--- config.mk ---
export PLATFORM = sky130hd
export DESIGN_NAME = mcit_core_timing
export DESIGN_NICKNAME = d
export VERILOG_FILES = /design/src/hdl/mcit_pkg.sv /design/src/hdl/mcit_core_timing.sv
export VERILOG_INCLUDE_DIRS = /design/src /design/src/hdl
export SDC_FILE = /design/constraint.sdc
export NUM_CORES = 1
export LEC_CHECK = 0
export ABC_AREA = 1
export BUFFER_PORTS_ARGS = -buffer_cell sky130_fd_sc_hd__buf_2
export CAP_MARGIN = 30
export CELL_PAD_IN_SITES_DETAIL_PLACEMENT = 0
export CELL_PAD_IN_SITES_GLOBAL_PLACEMENT = 1
export CORE_ASPECT_RATIO = 1.75
export CORE_UTILIZATION = 30
export CTS_CLUSTER_SIZE = 20
export DETAILED_ROUTE_END_ITERATION = 16
export MAX_ROUTING_LAYER = met4
export PLACE_DENSITY = 0.6
export SYNTH_ARGS = -nofsm -noshare
export SYNTH_HDL_FRONTEND = slang
export SYNTH_SLANG_ARGS = --single-unit
export TNS_END_PERCENT = 10
--- constraint.sdc ---
create_clock -name clk_sys -period 7.9 [get_ports clk_sys]
set_input_delay 0.395 -clock clk_sys [delete_from_list [all_inputs] [get_ports clk_sys]]
set_output_delay 0.395 -clock clk_sys [all_outputs]
set_load 0.01 [all_outputs]
--- src/hdl/mcit_consts.svh ---
// Constants for the instruction timing block: byte lengths, cycle counts, opcodes.
// Assumes inclusion by the core file only.
`ifndef MCIT_CONSTS_SVH
`define MCIT_CONSTS_SVH

// Instruction byte lengths
`define MCIT_LEN1 2'h1
`define MCIT_LEN2 2'h2
`define MCIT_LEN3 2'h3

// Execution cycle counts
`define MCIT_CYC1 4'h1
`define MCIT_CYC2 4'h2
`define MCIT_CYC3 4'h3
`define MCIT_CYC_FAR 4'h3
`define MCIT_CYC_MUL 4'h4
`define MCIT_CYC_DIV 4'h8

// Low-nibble operand forms
`define MCIT_LO_IMM 4'h4
`define MCIT_LO_DIR 4'h5
`define MCIT_LO_IND0 4'h6
`define MCIT_LO_IND1 4'h7

// Single opcodes
`define MCIT_OP_MOV_A_IMM 8'h74
`define MCIT_OP_MOV_D_IMM 8'h75
`define MCIT_OP_MOV_D_D 8'h85
`define MCIT_OP_MOV_D_A 8'hf5
`define MCIT_OP_CLR_A 8'he4
`define MCIT_OP_CPL_A 8'hf4
`define MCIT_OP_RL_A 8'h23
`define MCIT_OP_RLC_A 8'h33
`define MCIT_OP_RR_A 8'h03
`define MCIT_OP_RRC_A 8'h13
`define MCIT_OP_SWAP_A 8'hc4
`define MCIT_OP_DA_A 8'hd4
`define MCIT_OP_INC_PTR 8'ha3
`define MCIT_OP_MUL 8'ha4
`define MCIT_OP_DIV 8'h84

`endif

--- src/hdl/mcit_pkg.sv ---
// Types for the instruction timing block.
// Assumes the constants header sits beside it.
package mcit_pkg;

  typedef enum logic {MCIT_IDLE, MCIT_BUSY} mcit_state_type;

  typedef enum logic [2:0] {
    MCIT_G_NONE, MCIT_G_ARITH, MCIT_G_LOGIC, MCIT_G_ACC, MCIT_G_MOVE,
    MCIT_G_INCDEC, MCIT_G_MULDIV, MCIT_G_FAR
  } mcit_group_type;

  typedef enum logic [2:0] {
    MCIT_M_NONE, MCIT_M_REG, MCIT_M_DIR, MCIT_M_IND, MCIT_M_IMM, MCIT_M_ACC
  } mcit_mode_type;

  typedef struct packed {
    logic known;
    logic [1:0] len;
    logic [3:0] cyc;
    mcit_group_type group;
    mcit_mode_type mode;
    logic far_rd;
    logic far_wr;
  } mcit_decode_type;

  typedef struct packed {
    mcit_state_type state;
    logic [3:0] cnt;
    logic [7:0] opcode;
    mcit_decode_type info;
    logic done;
    logic flash_rd;
    logic flash_wr;
    logic [15:0] pc;
  } mcit_regs_type;

endpackage : mcit_pkg

--- src/hdl/mcit_core_timing.sv ---
// Instruction decode and execution timing for the arithmetic, logic and move groups.
// Assumes opcodes arrive from on-chip flash, synchronous to clk_sys.
//
// Functional notes
// [RULE1] Every far space move, read or write, targets on-chip flash program memory.
// [RULE2] No off-chip data or program memory port; all accesses stay on chip.
// [RULE3] Add and add-with-carry: register 1/1, direct or immediate 2/2, indirect 2 cycles 1 byte.
// [RULE4] Subtract with borrow: register 1/1, indirect 2 cycles 1 byte, direct or immediate 2/2.
// [RULE5] AND, OR, XOR into accumulator: register 1/1, indirect 2c/1b, direct/immediate 2/2.
// [RULE6] AND, OR, XOR into direct byte: accumulator source 2/2, immediate source 3/3.
// [RULE7] Clear, complement, rotates and nibble swap of accumulator finish in one cycle.
// [RULE8] Move to accumulator: register 1/1, indirect 2c/1b, direct or immediate 2/2.
// [RULE9] Move to working register: from accumulator 1/1, from direct or immediate 2/2.
// [RULE10] Move to direct: from accumulator, register, indirect 2/2; direct or immediate 3/3.
// [RULE11] Move to indirect RAM: from accumulator 2c/1b, from direct or immediate 2/2.
// [RULE12] Increment/decrement: acc or register 1/1, direct 2/2, indirect 2c/1b; pointer 1.
// [RULE13] Multiply four cycles, divide eight cycles, decimal adjust one cycle.
`timescale 1ns/1ps
`default_nettype none
`include "mcit_consts.svh"

module mcit_core_timing (
  input wire logic clk_sys,
  input wire logic reset_n,
  input wire logic op_valid,
  input wire logic [7:0] op_byte,
  output logic op_ready,
  output logic done,
  output logic [7:0] opcode,
  output mcit_pkg::mcit_decode_type info,
  output logic flash_rd,
  output logic flash_wr,
  output logic [15:0] pc
);
  import mcit_pkg::*;

  ////////////////////////////////////////////////////////////////////////////////
  // Decode helpers

  function automatic mcit_decode_type mcit_lc(
    input logic [1:0] len,
    input logic [3:0] cyc,
    input mcit_group_type group,
    input mcit_mode_type mode
  );
    mcit_decode_type d;
    d = '0;
    d.known = 1'b1;
    d.len = len;
    d.cyc = cyc;
    d.group = group;
    d.mode = mode;
    return d;
  endfunction : mcit_lc

  // Source operand forms shared by the arithmetic, logic, move and inc/dec groups
  function automatic mcit_decode_type mcit_src(
    input logic [3:0] lo,
    input logic acc_slot,
    input mcit_group_type group
  );
    mcit_decode_type d;
    d = '0;
    if (lo == `MCIT_LO_IMM)
    begin
      if (acc_slot)
      begin
        d = mcit_lc(`MCIT_LEN1, `MCIT_CYC1, group, MCIT_M_ACC); // [RULE12]
      end
      else
      begin
        d = mcit_lc(`MCIT_LEN2, `MCIT_CYC2, group, MCIT_M_IMM); // [RULE3] [RULE4] [RULE5]
      end
    end
    else if (lo == `MCIT_LO_DIR)
    begin
      d = mcit_lc(`MCIT_LEN2, `MCIT_CYC2, group, MCIT_M_DIR); // [RULE3] [RULE4] [RULE5] [RULE8]
    end
    else if (lo == `MCIT_LO_IND0 || lo == `MCIT_LO_IND1)
    begin
      d = mcit_lc(`MCIT_LEN1, `MCIT_CYC2, group, MCIT_M_IND); // [RULE3] [RULE4] [RULE5] [RULE8]
    end
    else if (lo[3])
    begin
      d = mcit_lc(`MCIT_LEN1, `MCIT_CYC1, group, MCIT_M_REG); // [RULE3] [RULE4] [RULE5] [RULE8]
    end
    return d;
  endfunction : mcit_src

  function automatic mcit_decode_type mcit_decode(input logic [7:0] op);
    mcit_decode_type d;
    logic [3:0] hi;
    logic [3:0] lo;
    logic ind;
    hi = op[7:4];
    lo = op[3:0];
    ind = (lo == `MCIT_LO_IND0 || lo == `MCIT_LO_IND1);
    d = '0;
    // Far moves always land in on-chip flash; no off-chip strobe exists
    if (op == 8'he0 || op == 8'he2 || op == 8'he3)
    begin
      d = mcit_lc(`MCIT_LEN1, `MCIT_CYC_FAR, MCIT_G_FAR, MCIT_M_IND);
      d.far_rd = 1'b1; // [RULE1] [RULE2]
    end
    else if (op == 8'hf0 || op == 8'hf2 || op == 8'hf3)
    begin
      d = mcit_lc(`MCIT_LEN1, `MCIT_CYC_FAR, MCIT_G_FAR, MCIT_M_IND);
      d.far_wr = 1'b1; // [RULE1] [RULE2]
    end
    else if (op == `MCIT_OP_CLR_A || op == `MCIT_OP_CPL_A || op == `MCIT_OP_RL_A ||
             op == `MCIT_OP_RLC_A || op == `MCIT_OP_RR_A || op == `MCIT_OP_RRC_A ||
             op == `MCIT_OP_SWAP_A)
    begin
      d = mcit_lc(`MCIT_LEN1, `MCIT_CYC1, MCIT_G_ACC, MCIT_M_ACC); // [RULE7]
    end
    else if (op == `MCIT_OP_DA_A)
    begin
      d = mcit_lc(`MCIT_LEN1, `MCIT_CYC1, MCIT_G_ARITH, MCIT_M_ACC); // [RULE13]
    end
    else if (op == `MCIT_OP_MUL)
    begin
      d = mcit_lc(`MCIT_LEN1, `MCIT_CYC_MUL, MCIT_G_MULDIV, MCIT_M_ACC); // [RULE13]
    end
    else if (op == `MCIT_OP_DIV)
    begin
      d = mcit_lc(`MCIT_LEN1, `MCIT_CYC_DIV, MCIT_G_MULDIV, MCIT_M_ACC); // [RULE13]
    end
    else if (op == `MCIT_OP_INC_PTR)
    begin
      d = mcit_lc(`MCIT_LEN1, `MCIT_CYC1, MCIT_G_INCDEC, MCIT_M_NONE); // [RULE12]
    end
    else if (op == `MCIT_OP_MOV_A_IMM)
    begin
      d = mcit_lc(`MCIT_LEN2, `MCIT_CYC2, MCIT_G_MOVE, MCIT_M_IMM); // [RULE8]
    end
    else if (op == `MCIT_OP_MOV_D_IMM || op == `MCIT_OP_MOV_D_D)
    begin
      d = mcit_lc(`MCIT_LEN3, `MCIT_CYC3, MCIT_G_MOVE, MCIT_M_DIR); // [RULE10]
    end
    else if (op == `MCIT_OP_MOV_D_A)
    begin
      d = mcit_lc(`MCIT_LEN2, `MCIT_CYC2, MCIT_G_MOVE, MCIT_M_ACC); // [RULE10]
    end
    else if ((hi == 4'h4 || hi == 4'h5 || hi == 4'h6) && lo == 4'h2)
    begin
      d = mcit_lc(`MCIT_LEN2, `MCIT_CYC2, MCIT_G_LOGIC, MCIT_M_ACC); // [RULE6]
    end
    else if ((hi == 4'h4 || hi == 4'h5 || hi == 4'h6) && lo == 4'h3)
    begin
      d = mcit_lc(`MCIT_LEN3, `MCIT_CYC3, MCIT_G_LOGIC, MCIT_M_IMM); // [RULE6]
    end
    else if ((hi == 4'h2 || hi == 4'h3 || hi == 4'h9) && lo >= `MCIT_LO_IMM)
    begin
      d = mcit_src(lo, 1'b0, MCIT_G_ARITH); // [RULE3] [RULE4]
    end
    else if ((hi == 4'h4 || hi == 4'h5 || hi == 4'h6) && lo >= `MCIT_LO_IMM)
    begin
      d = mcit_src(lo, 1'b0, MCIT_G_LOGIC); // [RULE5]
    end
    else if (hi == 4'he && lo >= `MCIT_LO_DIR)
    begin
      d = mcit_src(lo, 1'b0, MCIT_G_MOVE); // [RULE8]
    end
    else if ((hi == 4'h0 || hi == 4'h1) && lo >= `MCIT_LO_IMM)
    begin
      d = mcit_src(lo, 1'b1, MCIT_G_INCDEC); // [RULE12]
    end
    else if (hi == 4'hf && ind)
    begin
      d = mcit_lc(`MCIT_LEN1, `MCIT_CYC2, MCIT_G_MOVE, MCIT_M_ACC); // [RULE11]
    end
    else if ((hi == 4'ha || hi == 4'h7) && ind)
    begin
      d = mcit_lc(`MCIT_LEN2, `MCIT_CYC2, MCIT_G_MOVE, MCIT_M_IND); // [RULE11]
    end
    else if (hi == 4'h8 && (ind || lo[3]))
    begin
      d = mcit_lc(`MCIT_LEN2, `MCIT_CYC2, MCIT_G_MOVE, MCIT_M_DIR); // [RULE10]
    end
    else if (hi == 4'hf && lo[3])
    begin
      d = mcit_lc(`MCIT_LEN1, `MCIT_CYC1, MCIT_G_MOVE, MCIT_M_REG); // [RULE9]
    end
    else if ((hi == 4'ha || hi == 4'h7) && lo[3])
    begin
      d = mcit_lc(`MCIT_LEN2, `MCIT_CYC2, MCIT_G_MOVE, MCIT_M_REG); // [RULE9]
    end
    else
    begin
      // Outside the decoded groups: one byte, one cycle, flagged unknown
      d.len = `MCIT_LEN1;
      d.cyc = `MCIT_CYC1;
    end
    return d;
  endfunction : mcit_decode

  ////////////////////////////////////////////////////////////////////////////////
  // State

  mcit_regs_type s_reg;
  mcit_regs_type s_next;
  mcit_decode_type dec;
  logic accept;

  assign dec = mcit_decode(op_byte);
  assign op_ready = (s_reg.state == MCIT_IDLE);
  assign accept = op_valid && op_ready;

  always_comb
  begin
    s_next = s_reg;
    s_next.done = 1'b0;
    s_next.flash_rd = 1'b0;
    s_next.flash_wr = 1'b0;
    case (s_reg.state)
      MCIT_IDLE:
      begin
        if (accept)
        begin
          s_next.opcode = op_byte;
          s_next.info = dec;
          s_next.pc = s_reg.pc + {14'h0000, dec.len};
          s_next.flash_rd = dec.far_rd; // [RULE1]
          s_next.flash_wr = dec.far_wr; // [RULE1]
          s_next.cnt = dec.cyc - 4'h1;
          if (dec.cyc == `MCIT_CYC1)
          begin
            s_next.done = 1'b1;
          end
          else
          begin
            s_next.state = MCIT_BUSY;
          end
        end
      end
      MCIT_BUSY:
      begin
        s_next.cnt = s_reg.cnt - 4'h1;
        if (s_reg.cnt == 4'h1)
        begin
          s_next.state = MCIT_IDLE;
          s_next.done = 1'b1;
        end
      end
      default:
      begin
        s_next.state = MCIT_IDLE;
      end
    endcase
  end

  always_ff @(posedge clk_sys)
  begin
    if (!reset_n)
    begin
      s_reg <= '0;
    end
    else
    begin
      s_reg <= s_next;
    end
  end

  assign done = s_reg.done;
  assign opcode = s_reg.opcode;
  assign info = s_reg.info;
  assign flash_rd = s_reg.flash_rd;
  assign flash_wr = s_reg.flash_wr;
  assign pc = s_reg.pc;
endmodule : mcit_core_timing

`default_nettype wire

After elaboration in Yosys (flattened, before gate mapping)
Index checks and enable logic that the tools add are counted.
{ "word_totals": {"register_bits": 47, "inputBits": 11, "output_inout_bits": 43, "word_cells": 144} }
{ "op_classes": {"addsub": 3, "order_cmp": 2, "n_eq_ne": 42, "n_mux": 46, "bitwise_logic": 3, "reduce_logical": 34} }
{ "op_table": {"columns": ["cell", "n"], "rows": [
  ["15-bit two-way mux", 36],
  ["8-bit == test (second input constant)", 15],
  ["47-bit two-way mux", 1],
  ["4-bit by 3-bit == test with 1-bit output (second input constant)", 8],
  ["4-bit == test (second input constant)", 5],
  ["1-bit logical OR", 19],
  ["16-bit by 2-bit adder with 16-bit output", 1],
  ["4-bit by 2-bit == test with 1-bit output (second input constant)", 4],
  ["8-bit by 6-bit == test with 1-bit output (second input constant)", 2],
  ["8-bit by 7-bit == test with 1-bit output (second input constant)", 2],
  ["4-bit by 1-bit == test with 1-bit output (second input constant)", 3],
  ["1-bit logical AND", 12],
  ["5-bit one-hot mux with 2 select lines", 1],
  ["8-bit by 2-bit == test with 1-bit output (second input constant)", 1],
  ["8-bit by 5-bit == test with 1-bit output (second input constant)", 1],
  ["4-bit by 3-bit >= comparator with 1-bit output (second input constant)", 2],
  ["8-bit two-way mux", 1],
  ["4-bit by 1-bit subtractor with 4-bit output (second input constant)", 2],
  ["6-bit two-way mux", 1],
  ["1-bit two-way mux", 5],
  ["4-bit logical NOT", 1],
  ["1-bit NOT", 3],
  ["3-bit OR reduction", 1],
  ["2-bit by 1-bit inequality test with 1-bit output (second input constant)", 1],
  ["other kinds (2)", 2]
]} }

Longest topological paths before layout
{ "depth": {"depth_word": 28, "depth_mapped": 22, "depth_no_buf": 22} }

Least setup slack after synthesis
No wires, ideal clock.
{ "synth_timing": {"kind": "input port to flip-flop", "from": "in op_byte[7]", "to": "reg s_reg (netlist bit pc[10])", "setup_ns": 0.119, "t_arrival_ns": 2.692, "t_required_ns": 7.781, "slack_ns": 5.089, "stages": 20, "n_path_buf": 0, "path_cell_list": "nor2_1 -> nand2_1 -> nor2_2 -> inv_1 -> nor2_1 -> a31oi_2 -> nor2_1 -> nand3_1 -> inv_1 -> ha_1 -> inv_1 -> fa_1 -> nor2_4 -> nand3_1 -> nor2_1 -> nand3_1 -> clkinv_1 -> nand3_1 -> o21ai_0 -> a21oi_1"} }
{ "synth_lines": {"columns": ["item", "line", "rtl"], "rows": [
  ["start, declared", "mcit_core_timing.sv:26", "input wire logic [7:0] op_byte,"],
  ["end signal, assigned", "mcit_core_timing.sv:260", "s_reg <= s_next;"],
  ["end, declared", "mcit_core_timing.sv:200", "mcit_regs_type s_reg;"]
]} }

==> reports/summary.txt <==
Async SR Flop Fraction: 0
Die span in x: 75.5 um
CORE AREA: 0.00909 mm2
WL final: 7.87 mm
Vias in the first global route: 2471
CTS sink cnt: 47
Number of diodes: 0
Floorplan row count: 46
Nets: 449
Multi-input gate area: 0.00134 mm2
Post-DP HPWL: 6.21 mm
Clock insertion delay at the later pin of the skew report: 0.29 ns
Wire length per cell: 14.3 um
First drt pass iteration count: 4
Gr usage total: 0.175
Final Critical Period: 3.26 ns
CP endpoint kind: flip-flop
Number of buffers created by CTS: 5
YS warnings: 0
Routed vias: 2568
Post-synth top area share: 0.332
Final Skew: 0.00497 ns
Area Overhead vs Synth: 8.34%
DRC: 0
IO Pins: 54
Post-Layout Cell Count: 552
Hold Vio Cnt, Final: 0
Synth Net Count: 434
Main synth FF type: dfxtp_1
Placed cell count: 544
Critical path arrival: 3.44 ns
Post-route ant nets: 0
Vias/cell: 4.65
Cts hold-fix bufs: 0
Status: finished, final reports clean
Share of layout cells above drive strength 1: 0.194
1st-iter DRT viols: 134
Maximum clock insertion buffer count: 2
Count of final setup violators: 0
Largest register FFs: 16
Leakage power total: 1.48 nW
Layout Cell Area excl Fill: 0.00307 mm2
Post-synth EDFFs: 0
Setup Fix Bufs, Post-CTS: 0
Power Dens Cells: 188 mW/mm2
Initial antenna violation count: 0
Buffers on Ports: 53
CTS Root Cell: clkbuf_16
Top post-synthesis cells by area: dfxtp_1 (33%), buf_4 (10%), nand2_1 (9.5%)
Worst-path fanout max: 6
Tcrit/Tclk final: 0.413
Setup TNS: 0 ns
Setup ws final: 4.64 ns
Max_slew headroom: 0.475
Post-cts resize count: 0
Max Freq: 0.306 GHz
Starting Density: 0.312
DP Worst Slack: 4.32 ns
Slew Limit Fails: 0
Fillers: 1062
Synthesized flop and latch total: 47
Gp weighted congestion: 0.916
Avg Cell Area, Syn: 6.81 um2
Hold Path Class: in2reg
Max-Cap Viols: 0
Synthesized instance count: 416
Congestion Overflow GR: 0
Crit Path Class: in2reg
Placed inst area: 0.00293 mm2
H-tree levels: 2
Count of cell types in the netlist: 39
First-pass GRT wire length: 12.3 mm
Tot Pwr: 0.577 mW
Largest net degree at the start of global routing: 20
Sequential cell area: 941 um2
Slew @ Worst Pin: 0.786 ns
Register area share after synthesis: 0.332
Peak supply drop: 0.0867 mV
Critical Path Start Type: input pin
Die ar.: 0.00985 mm2
Worst Path Required: 8.08 ns
Largest area contributor in the synthesized netlist: dfxtp_1
TritonCTS clock tree: built
Die Ht: 131 um
RSZ-0062 raised after global routing: no
Clock Pin Slew Worst Setup and Hold Paths: 0.07 ns
Mapped Area: 0.00283 mm2
Setup slack, reg-to-reg: 5.69 ns
[kinds of logic (layout without fill, tap and decap cells)]
logic type,Yosys count,after routing,share of synthesized area
simple gates,182,182,0.293
buf+inv,108,124,0.197
compound gates,69,69,0.135
flops,47,47,0.332
fa+ha+maj,7,7,0.0336
xor+xnor,3,3,0.00927
[worst max-delay path: stages]
cell      delay (ns)
buf_2           0.13
nor2_1          0.22
nand2_1         0.12
nor2_2          0.20
inv_1           0.12
nor2_1          0.17
a31oi_2         0.08
nor2_1          0.11
nand3_1         0.10
inv_1           0.07
ha_1            0.20
inv_1           0.07
fa_1            0.41
nor2_4          0.17
nand3_1         0.10
nor2_1          0.19
nand3_1         0.15
clkinv_1        0.11
nand3_1         0.08
o21ai_0         0.18
a21oi_1         0.05
[cells in the final DEF (no fill, tap or decap), types with 2 or more instances in the layout]
master,count
inv_1,58
nor4_1,2
nor3_2,3
nand3_1,19
buf_2,53
nand2_1,72
inv_2,3
a41oi_1,2
a21oi_1,20
nor3b_1,2
o21ai_1,4
nor3_1,4
xor2_1,3
o21ai_0,34
nor2_2,7
nor2_1,56
dfxtp_1,47
ha_1,6
clkbuf_1,2
nand4_1,8
nand2_2,3
clkbuf_16,5
nor2_4,2
[metrics by stage]
stage,hold slack [ns],utilization
after detailed placement,0.443,0.323
after global routing,0.459,0.338
after global placement,0.437,0.323
after CTS,0.440,0.338
after floorplan,0.429,-
final,0.437,0.338
[per-layer routing]
| metal | GRT usage | vias to the layer above | share of wire |
|---|---|---|---|
| met4 | 0.0959 | 0 | 0.042 |
| met1 | 0.161 | 1175 | 0.37 |
| met3 | 0.0215 | 21 | 0.025 |
| li1 | - | 1315 | - |
| met2 | 0.335 | 57 | 0.57 |
| met5 | - | - | 0 |
[synth_stat cells (2+ instances only)]
master    instances
nand2_1          72
inv_1            58
nor2_1           56
dfxtp_1          47
buf_4            39
o21ai_0          34
a21oi_1          20
nand3_1          19
nand4_1           8
nor2_2            7
ha_1              6
clkbuf_1          5
nor3_1            4
o21ai_1           4
inv_2             3
nand2_2           3
nor3_2            3
xor2_1            3
a41oi_1           2
nor2_4            2
nor3b_1           2
nor4_1            2
[area by class of cell]
type                    count  share of cell area
clock buffers               7              0.0432
clock inverters             1             0.00163
inverters                  63              0.0786
multi-input cells         261               0.435
flip-flops and latches     47               0.306
well taps                 120              0.0489
repair buffers             53              0.0864
[final timing paths]
kind                    from        end  cells past startpoint
setup / recovery  op_byte[7]     pc[10]                     21
hold / removal    op_byte[2]  opcode[2]                      3
hold reg to reg    opcode[6]  opcode[6]                      2
setup reg to reg       pc[0]     pc[10]                     11
[power breakdown]
part / switching (mW) / internal, mW / total (mW) / leakage [nW]
clock: 0.0947 / 0.117 / 0.212 / 0.0679
combinational: 0.0697 / 0.0356 / 0.105 / 1.03
sequential: 0.00855 / 0.251 / 0.260 / 0.384
total: 0.173 / 0.404 / 0.577 / 1.48
No activity file was read; power rests on OpenSTA's default activity.
